[src/hw/mst_pkg.sv]
package mst_pkg;
	// Register indices; byte address is four times the index
	localparam logic [6:0] SYNC_DETECT_CONTROL_IDX = 7'h47;
	localparam logic [6:0] FREQ_OFFSET_ESTIMATE_IDX = 7'h48;
	localparam logic [6:0] MODEM_TEST_CONTROL_IDX = 7'h5b;
	localparam int ADDR_W = 9;

	// sync_detect_control fields
	localparam int THR_LSB = 0;
	localparam int THR_W = 5;
	localparam int STRICT_BIT = 5;
	localparam logic [7:0] SYNC_DETECT_CONTROL_RST = 8'h2e;
	localparam logic [7:0] SYNC_DETECT_CONTROL_WMASK = 8'h3f;
	localparam logic [7:0] FREQ_OFFSET_ESTIMATE_RST = 8'h00;

	// modem_test_control fields
	localparam int SNIFF_BIT = 2;
	localparam int PHASE_BIT = 1;
	localparam logic [7:0] MODEM_TEST_CONTROL_RST = 8'h08;
	localparam logic [7:0] MODEM_TEST_CONTROL_WMASK = 8'h0f;

	// Frequency step of one estimate count, in hertz
	localparam int FREQ_STEP_HZ = 7800;

	// Plain read-write tuning registers: index and reset value
	localparam int TUNE_N = 26;
	localparam logic [TUNE_N-1:0][6:0] TUNE_IDX = {
		7'h4a, 7'h4c, 7'h4e, 7'h4f, 7'h50, 7'h51, 7'h52, 7'h53, 7'h54,
		7'h55, 7'h56, 7'h57, 7'h58, 7'h5a, 7'h5c, 7'h5d, 7'h5e, 7'h5f,
		7'h60, 7'h61, 7'h7a, 7'h7c, 7'h7e, 7'h7e, 7'h7e, 7'h7e
	};
	localparam logic [TUNE_N-1:0][7:0] TUNE_RST = {
		8'h29, 8'h55, 8'h24, 8'h29, 8'h20, 8'h2a, 8'h5f, 8'h0e, 8'h00,
		8'h2e, 8'h66, 8'h0a, 8'h05, 8'h05, 8'h00, 8'h00, 8'h00, 8'h00,
		8'h00, 8'h00, 8'h00, 8'h00, 8'h02, 8'h02, 8'h02, 8'h02
	};
	localparam int TUNE_USED = 23;
	localparam logic [6:0] UNUSED_SLOT_IDX = 7'h62;

	// Minimum zero symbols per preamble_zero_count code
	localparam logic [1:0] ZERO_CNT_RSVD = 2'h0;
	localparam logic [1:0] ZERO_CNT_MAX = 2'h3;

	typedef enum logic [2:0] {
		MST_SEARCH = 3'h1,
		MST_DELIM = 3'h2,
		MST_LOCKED = 3'h4
	} mst_state_t;
endpackage

[src/hw/mst_regs.sv]
// Functional notes
// - Loose mode: one strong zero symbol suffices
// - Strict mode: both delimiter symbols also strong
// - Five-bit threshold, reset 0x0e, gates delimiter search
// - Signed eight-bit read-only offset estimate, reset zero
// - One estimate count equals 7800 Hz
// - Mode 0: estimate frozen from sync to frame end
// - Mode 1: estimate tracks while demodulator enabled
// - Sniffer enable resets to zero
// - Sniffer on: receive and transmit data on pins
// - Phase bit selects compliant or reversed modulation
// - Zero-count code sets needed zero symbols
// - Averaging mode: lock per frame or track
//
// Added by the designer: register access over Avalon-MM.
`timescale 1ns/1ns
`default_nettype none
module mst_regs (
	input wire logic clock_in,
	input wire logic rst_b_in,
	input wire logic [mst_pkg::ADDR_W-1:0] avs_address_in,
	input wire logic avs_read_in,
	input wire logic avs_write_in,
	input wire logic [31:0] avs_writedata_in,
	input wire logic [3:0] avs_byteenable_in,
	output logic [31:0] avs_readdata_out,
	output logic avs_waitrequest_out,
	input wire logic demod_enable_in,
	input wire logic [1:0] preamble_zero_count_in,
	input wire logic offset_averaging_select_in,
	input wire logic sym_valid_in,
	input wire logic sym_is_zero_in,
	input wire logic sym_is_delim_in,
	input wire logic [4:0] sym_corr_in,
	input wire logic frame_end_in,
	input wire logic freq_valid_in,
	input wire logic [7:0] freq_in,
	input wire logic rx_data_in,
	input wire logic tx_data_in,
	output logic sync_found_out,
	output logic sync_locked_out,
	output logic sniffer_enable_out,
	output logic sniff_rx_data_out,
	output logic sniff_tx_data_out,
	output logic modulation_reversed_out
);
	typedef struct packed {
		mst_pkg::mst_state_t state;
		logic [1:0] zero_cnt;
		logic zero_hit;
		logic delim_hit;
		logic [7:0] sync_ctrl;
		logic [7:0] freq;
		logic [7:0] test_ctrl;
		logic [mst_pkg::TUNE_N-1:0][7:0] tune;
		logic wait_n;
		logic waitreq;
		logic [31:0] rdata;
		logic sync_pulse;
		logic sniff_rx;
		logic sniff_tx;
		logic locked;
	} mst_regs_t;

	mst_regs_t r_q;
	mst_regs_t r_d;

	logic [6:0] idx;
	logic access;
	logic wr_go;
	logic above;
	logic [1:0] need;
	logic strict;
	logic [7:0] rd_val;

	// Register map by word index; byte address is four times it
	// 0x47 sync_detect_control: mixed, reset 0x2e
	// 0x48 freq_offset_estimate: read-only, reset 0x00
	// 0x4a rx_path_tuning: storage, reset 0x29
	// 0x4c synth_tuning: storage, reset 0x55
	// 0x4e synth_cal_tuning: storage, reset 0x24
	// 0x4f vco_tuning_a: storage, reset 0x29
	// 0x50 vco_tuning_b: storage, reset 0x20
	// 0x51 vco_tuning_c: storage, reset 0x2a
	// 0x52 gain_ctrl_tuning_a: storage, reset 0x5f
	// 0x53 gain_ctrl_tuning_b: storage, reset 0x0e
	// 0x54 lna_tuning: storage, reset 0x00
	// 0x55 gain_filter_tuning: storage, reset 0x2e
	// 0x56 converter_tuning_a: storage, reset 0x66
	// 0x57 converter_tuning_b: storage, reset 0x0a
	// 0x58 converter_tuning_c: storage, reset 0x05
	// 0x5a modem_tuning_a: storage, reset 0x05
	// 0x5b modem_test_control: mixed, reset 0x08
	// 0x5c dac_tuning_a: storage, reset 0x00
	// 0x5d dac_tuning_b: storage, reset 0x00
	// 0x5e analog_test_select: storage, reset 0x00
	// 0x5f dac_tuning_c: storage, reset 0x00
	// 0x60 powerdown_tuning_a: storage, reset 0x00
	// 0x61 powerdown_tuning_b: storage, reset 0x00
	// 0x62 unused_slot: reads zero, writes dropped
	// 0x7a processing_rom_selftest: storage, reset 0x00
	// 0x7c control_rom_selftest: storage, reset 0x00
	// 0x7e ram_selftest: storage, reset 0x02
	// Any other index, or a misaligned byte address, reads zero
	// Tuning storage drives nothing here; it only holds values

	// sync_detect_control fields
	// Bits 7:6 reserved, read zero
	// Bit 5 delimiter_match_strict, reset 1
	// Bits 4:0 correlator_threshold, reset 0x0e

	// modem_test_control fields
	// Bits 7:4 reserved, read zero
	// Bit 3 stored only, reset 1; software should leave it
	// Bit 2 sniffer_enable, reset 0
	// Bit 1 modulation phase, set reverses it
	// Bit 0 stored only, reset 0; software should leave it

	// Bus timing: request seen at edge 1 raises the ack flop
	// Waitrequest low for one cycle, read data already standing
	// Write lands at edge 2, where the master sees the ack
	// Hazard: a request held past edge 2 is answered twice
	// No response code; refused accesses still get an ack

	// Sync search walk
	// Search: count zero symbols, note any above threshold
	// Delimiter after enough zeros and one strong zero moves on
	// Second delimiter decides; strict mode needs both strong
	// Locked until frame end or demodulator off
	// Limitation: zero count saturates at three
	// Estimate follows freq_in while demodulator on, unless locked in freeze mode

	// Decode and handshake terms
	assign idx = avs_address_in[mst_pkg::ADDR_W-1:2];
	assign access = avs_read_in | avs_write_in;
	assign wr_go = avs_write_in & r_q.wait_n & avs_byteenable_in[0] & (avs_address_in[1:0] == 2'h0);
	assign above = sym_corr_in > r_q.sync_ctrl[mst_pkg::THR_LSB +: mst_pkg::THR_W];
	assign strict = r_q.sync_ctrl[mst_pkg::STRICT_BIT];
	// Reserved zero-count code treated as one symbol
	assign need = (preamble_zero_count_in == mst_pkg::ZERO_CNT_RSVD) ? 2'h1 : preamble_zero_count_in;

	// Read mux; unmapped and reserved locations read zero
	always_comb begin
		rd_val = 8'h00;
		if (avs_address_in[1:0] == 2'h0) begin
			if (idx == mst_pkg::SYNC_DETECT_CONTROL_IDX) begin
				rd_val = r_q.sync_ctrl & mst_pkg::SYNC_DETECT_CONTROL_WMASK;
			end else if (idx == mst_pkg::FREQ_OFFSET_ESTIMATE_IDX) begin
				rd_val = r_q.freq;
			end else if (idx == mst_pkg::MODEM_TEST_CONTROL_IDX) begin
				rd_val = r_q.test_ctrl & mst_pkg::MODEM_TEST_CONTROL_WMASK;
			end else begin
				for (int i = 0; i < mst_pkg::TUNE_USED; i++) begin
					if (idx == mst_pkg::TUNE_IDX[mst_pkg::TUNE_N-1-i]) begin
						rd_val = r_q.tune[mst_pkg::TUNE_N-1-i];
					end
				end
			end
		end
	end

	// Next-state logic
	always_comb begin
		r_d = r_q;
		r_d.sync_pulse = 1'b0;

		// Answer one cycle after the request appears, then release
		if (access && !r_q.wait_n) begin
			r_d.wait_n = 1'b1;
			r_d.rdata = {24'h000000, rd_val};
		end else begin
			r_d.wait_n = 1'b0;
		end

		// Writes land on the edge where waitrequest is seen low
		if (wr_go) begin
			if (idx == mst_pkg::SYNC_DETECT_CONTROL_IDX) begin
				r_d.sync_ctrl = avs_writedata_in[7:0] & mst_pkg::SYNC_DETECT_CONTROL_WMASK;
			end else if (idx == mst_pkg::MODEM_TEST_CONTROL_IDX) begin
				r_d.test_ctrl = avs_writedata_in[7:0] & mst_pkg::MODEM_TEST_CONTROL_WMASK;
			end else begin
				for (int i = 0; i < mst_pkg::TUNE_USED; i++) begin
					if (idx == mst_pkg::TUNE_IDX[mst_pkg::TUNE_N-1-i]) begin
						r_d.tune[mst_pkg::TUNE_N-1-i] = avs_writedata_in[7:0];
					end
				end
			end
		end

		// Sync search: preamble zeros, then two delimiter symbols
		case (r_q.state)
			mst_pkg::MST_SEARCH: begin
				if (sym_valid_in && sym_is_zero_in) begin
					if (r_q.zero_cnt != mst_pkg::ZERO_CNT_MAX) begin
						r_d.zero_cnt = r_q.zero_cnt + 2'h1;
					end
					r_d.zero_hit = r_q.zero_hit | above;
				end else if (sym_valid_in && sym_is_delim_in) begin
					if (r_q.zero_cnt >= need && r_q.zero_hit) begin
						r_d.state = mst_pkg::MST_DELIM;
						r_d.delim_hit = above;
					end else begin
						r_d.zero_cnt = 2'h0;
						r_d.zero_hit = 1'b0;
					end
				end else if (sym_valid_in) begin
					r_d.zero_cnt = 2'h0;
					r_d.zero_hit = 1'b0;
				end
			end
			mst_pkg::MST_DELIM: begin
				if (sym_valid_in) begin
					r_d.zero_cnt = 2'h0;
					r_d.zero_hit = 1'b0;
					if (sym_is_delim_in && (!strict || (r_q.delim_hit && above))) begin
						r_d.state = mst_pkg::MST_LOCKED;
						r_d.sync_pulse = 1'b1;
					end else begin
						r_d.state = mst_pkg::MST_SEARCH;
					end
				end
			end
			mst_pkg::MST_LOCKED: begin
				if (frame_end_in) begin
					r_d.state = mst_pkg::MST_SEARCH;
				end
			end
			default: begin
				r_d.state = mst_pkg::MST_SEARCH;
			end
		endcase
		if (!demod_enable_in) begin
			r_d.state = mst_pkg::MST_SEARCH;
			r_d.zero_cnt = 2'h0;
			r_d.zero_hit = 1'b0;
		end

		// Estimate frozen while locked unless tracking mode
		if (demod_enable_in && freq_valid_in) begin
			if (offset_averaging_select_in || r_q.state != mst_pkg::MST_LOCKED) begin
				r_d.freq = freq_in;
			end
		end

		// Sniffer taps are forced low when disabled
		r_d.sniff_rx = r_q.test_ctrl[mst_pkg::SNIFF_BIT] & rx_data_in;
		r_d.sniff_tx = r_q.test_ctrl[mst_pkg::SNIFF_BIT] & tx_data_in;

		// Registered copies, so no gate sits between flop and pin
		r_d.waitreq = !r_d.wait_n;
		r_d.locked = r_d.state == mst_pkg::MST_LOCKED;
	end

	// State register
	always_ff @(posedge clock_in) begin
		if (!rst_b_in) begin
			r_q.state <= mst_pkg::MST_SEARCH;
			r_q.zero_cnt <= 2'h0;
			r_q.zero_hit <= 1'b0;
			r_q.delim_hit <= 1'b0;
			r_q.sync_ctrl <= mst_pkg::SYNC_DETECT_CONTROL_RST;
			r_q.freq <= mst_pkg::FREQ_OFFSET_ESTIMATE_RST;
			r_q.test_ctrl <= mst_pkg::MODEM_TEST_CONTROL_RST;
			r_q.tune <= mst_pkg::TUNE_RST;
			r_q.wait_n <= 1'b0;
			r_q.waitreq <= 1'b1;
			r_q.rdata <= 32'h00000000;
			r_q.sync_pulse <= 1'b0;
			r_q.sniff_rx <= 1'b0;
			r_q.sniff_tx <= 1'b0;
			r_q.locked <= 1'b0;
		end else begin
			r_q <= r_d;
		end
	end

	// Outputs straight from flops
	assign avs_readdata_out = r_q.rdata;
	assign avs_waitrequest_out = r_q.waitreq;
	assign sync_found_out = r_q.sync_pulse;
	assign sync_locked_out = r_q.locked;
	assign sniffer_enable_out = r_q.test_ctrl[mst_pkg::SNIFF_BIT];
	assign sniff_rx_data_out = r_q.sniff_rx;
	assign sniff_tx_data_out = r_q.sniff_tx;
	assign modulation_reversed_out = r_q.test_ctrl[mst_pkg::PHASE_BIT];
endmodule
`default_nettype wire

[config.mk]
export PLATFORM = sky130hd
export DESIGN_NAME = mst_regs
export DESIGN_NICKNAME = d
export VERILOG_FILES = /design/src/hw/mst_pkg.sv /design/src/hw/mst_regs.sv
export SDC_FILE = /design/constraint.sdc
export NUM_CORES = 1
export LEC_CHECK = 0
export BUFFER_PORTS_ARGS = -buffer_cell sky130_fd_sc_hd__buf_2
export CAP_MARGIN = 20
export CELL_PAD_IN_SITES_DETAIL_PLACEMENT = 0
export CELL_PAD_IN_SITES_GLOBAL_PLACEMENT = 2
export CORE_ASPECT_RATIO = 0.75
export CORE_MARGIN = 2
export CORE_UTILIZATION = 37
export CTS_CLUSTER_DIAMETER = 120
export DETAILED_ROUTE_END_ITERATION = 12
export PLACE_DENSITY_LB_ADDON = 0.1
export RECOVER_POWER = 100
export SLEW_MARGIN = 10
export SYNTH_ARGS = -nofsm -noshare
export SYNTH_HDL_FRONTEND = slang
export SYNTH_SLANG_ARGS = --single-unit
[constraint.sdc]
create_clock -name clock_in -period 2.2 [get_ports clock_in]
set_clock_uncertainty 0.15 [all_clocks]
set_input_delay 0.22 -clock clock_in [delete_from_list [all_inputs] [get_ports clock_in]]
set_output_delay 0.22 -clock clock_in [all_outputs]
set_load 0.01 [all_outputs]
==> run metrics <==
DR iter-0 viols=approximately 700; root buf cell=clkbuf_16; final hold violation count=0; YS warnings=0; vias in the first global route=9298; H-tree Lvls=1; clk sink count=about 220; Final period util=0.964; RePlAce Congestion=0.898; startpoint types=input pin; Layout area overhead=24.2%; max-cap violations=0; core box area=~30000 um2; most numerous cell in the Yosys netlist=dfxtp_1; via count=around 10k; Wirelength per Cell=22.2 um; Critical Path RT=2.52 ns; Rel. slew slack=0.286; mapped cell area=11200 um2; Cells after Synth=~1.2k; Yosys reg bits=around 220; largest area contributor in the netlist=dfxtp_1; Post-CTS Setup Bufs=0; Post-Route WL=41100 um; clock slew at reported path FFs=approximately 0.060 ns; Peak VDD IR=around 0.00050 V; max-slew violations=0; die width=approximately 210 um; layout cells sized above 1=0.218; PwrDens=about 700 nW/um2; Antenna Diode Count=0; post-synth top area share=0.398; antenna-violating nets left=0; Skew-Pair Late Insertion Delay=about 0.54 ns; Final Cell Area=13900 um2; DRC viols=0; status=finished clean; Netlist cell types=between 80 and 90; count of final setup violators=0; post-layout min period=between 2 and 2.5 ns; antenna violations before repair=0; die area=approximately 32000 um2; drt pass-1 iters=6; Critical Path End Type=flop; Synth area leaders=dfxtp_1 40%, mux2i_1 16%, nor2_1 5.5%, nand2_1 3.6%, buf_4 2.7%; IO Port Bufs=60; Final Util=0.465; leak pwr=just over 5 nW; total power=around 9.6 mW; CTS Buf Count=25; Initial Util=0.374; register area share after synthesis=0.398; GRT Util Overall=0.258; Post-synth EDFFs=0; cell area after placement=13200 um2; post-layout net count=approximately 1.5k; CTS Buffer Depth=3; first-pass GRT wire length=between 60000 and 70000 um; Sum Neg Setup Slack=0 ns; post-DP HPWL=roughly 29000 um; Critical Path Fanout Max=22; Main synth FF type=dfxtp_1; vias per cell=around 5.4; largest net degree at the start of global routing=103; most common library cells after synthesis=223 x dfxtp_1, 185 x mux2i_1, 165 x nor2_1; Avg Cell Area, Syn=roughly 9 um2; Tightest Hold Check Type=input pin to flop; RSZ-0062 raised after global routing=false; post-synthesis async set-or-reset flop share=0; height of the chip=~150 um; Tightest Pin Transition=roughly 1.1 ns; Worst EP arrival=between 2 and 2.5 ns; # fillers=3037; Congestion Overflow GR=0; Max Fclk=between 0.4 and 0.5 GHz; CTS tree=done; Setup Crit Path Kind=input pin to flop; # IOs=112; Rows=55
## state kept, by name (all words and copies together), names as in the netlist
register / flops
avs_readdata_out: 8
avs_waitrequest_out: 1
sniffer_enable_out: 1
sniff_rx_data_out: 1
r_q: 208
sniff_tx_data_out: 1
modulation_reversed_out: 1
sync_locked_out: 1
sync_found_out: 1
## timing repair
action,CTS,global route
gates resized for setup,0,1
hold buffers,19,0
endpoints found under the hold margin,29,0
endpoints found under the setup margin,0,3
## worst max-delay path, stage by stage
cell      delay, ns
buf_2          0.15
buf_12         0.16
buf_12         0.16
nor2_4         0.27
clkbuf_2       0.21
buf_4          0.15
nand3_1        0.11
clkbuf_2       0.21
nor2_1         0.15
clkbuf_1       0.36
nand2_1        0.11
a21oi_1        0.16
## final timing paths
kind	startpoint	slack, ns	depth (start not counted)	to
min	avs_writedata_in[1]	0.1	4	r_q[143]$_SDFFE_PN0P_
max	avs_address_in[3]	0.08	12	r_q[148]$_SDFFE_PN0P_
min reg2reg	r_q[199]$_SDFFE_PN1P_	0.32	2	r_q[199]$_SDFFE_PN1P_
max reg2reg	r_q[37]$_SDFF_PN0_	0.12	6	avs_readdata_out[5]$_SDFFE_PN0P_
## cell type report
cell class              count  area [um2]  share of cell area
clock inverters            13         224              0.0161
flip-flops and latches    223        4460               0.320
inverters                  21        81.3             0.00583
well taps                 399         499              0.0358
multi-input cells         893        5910               0.424
clock buffers              32         692              0.0496
repair buffers            272        2070               0.149
## routing by layer
| layer | vias up | part of all wire | track usage |
|---|---|---|---|
| met5 | - | 0 | 0 |
| met4 | 0 | 0.018 | 0.0480 |
| met3 | 53 | 0.065 | 0.0405 |
| met2 | 325 | 0.40 | 0.357 |
| met1 | 4842 | 0.52 | 0.414 |
| li1 | 4756 | - | - |
## kinds of logic (layout without fill, tap and decap cells)
kind of cell             Yosys count  count (layout)  synth area share
buffers and inverters            147             338            0.0702
other                              1              24          0.000334
AND/OR/NAND/NOR                  417             417             0.196
AO/OA/AOI/OAI                    244             244             0.144
flip-flops                       223             223             0.398
adder cells (fa/ha/maj)            8               8           0.00892
multiplexers                     200             200             0.183
## metrics by stage
step	std cells	hold WS [ns]	setup WS, ns
floorplan	1263	0.198	0.204
global placement	1789	0.296	-0.290
detailed placement	1789	0.305	-0.244
CTS	1853	0.0823	0.116
global route	1853	0.120	0.00604
finish	1853	0.0955	0.0790
## cells in the final DEF, fill, tap and decap left out, types with 8 or more instances in the layout
cell type / netlist / layout
conb_1: 1 / 24
nor2_1: 165 / 170
mux2i_1: 185 / 185
o22ai_1: 8 / 8
buf_12: 0 / 18
mux2_2: 12 / 12
buf_4: 41 / 147
buf_2: 19 / 42
ha_1: 8 / 8
nor2b_1: 8 / 8
nand2b_1: 9 / 9
o221ai_1: 11 / 11
a22oi_1: 19 / 19
clkbuf_1: 49 / 27
nor3_1: 17 / 24
nand2_1: 108 / 108
o21ai_0: 59 / 60
clkbuf_16: 0 / 25
inv_1: 19 / 19
dfxtp_1: 223 / 223
dlygate4sd3_1: 0 / 19
nand3_1: 25 / 26
o211ai_1: 15 / 15
a21oi_1: 58 / 57
a221oi_1: 9 / 9
clkbuf_2: 5 / 19
## power breakdown
part	internal (mW)	leakage [nW]	switching [mW]
clock	2.92	0.445	1.82
sequential	4.05	1.80	0.00899
combinational	0.300	2.93	0.507
No activity file was read; power rests on OpenSTA's default activity.
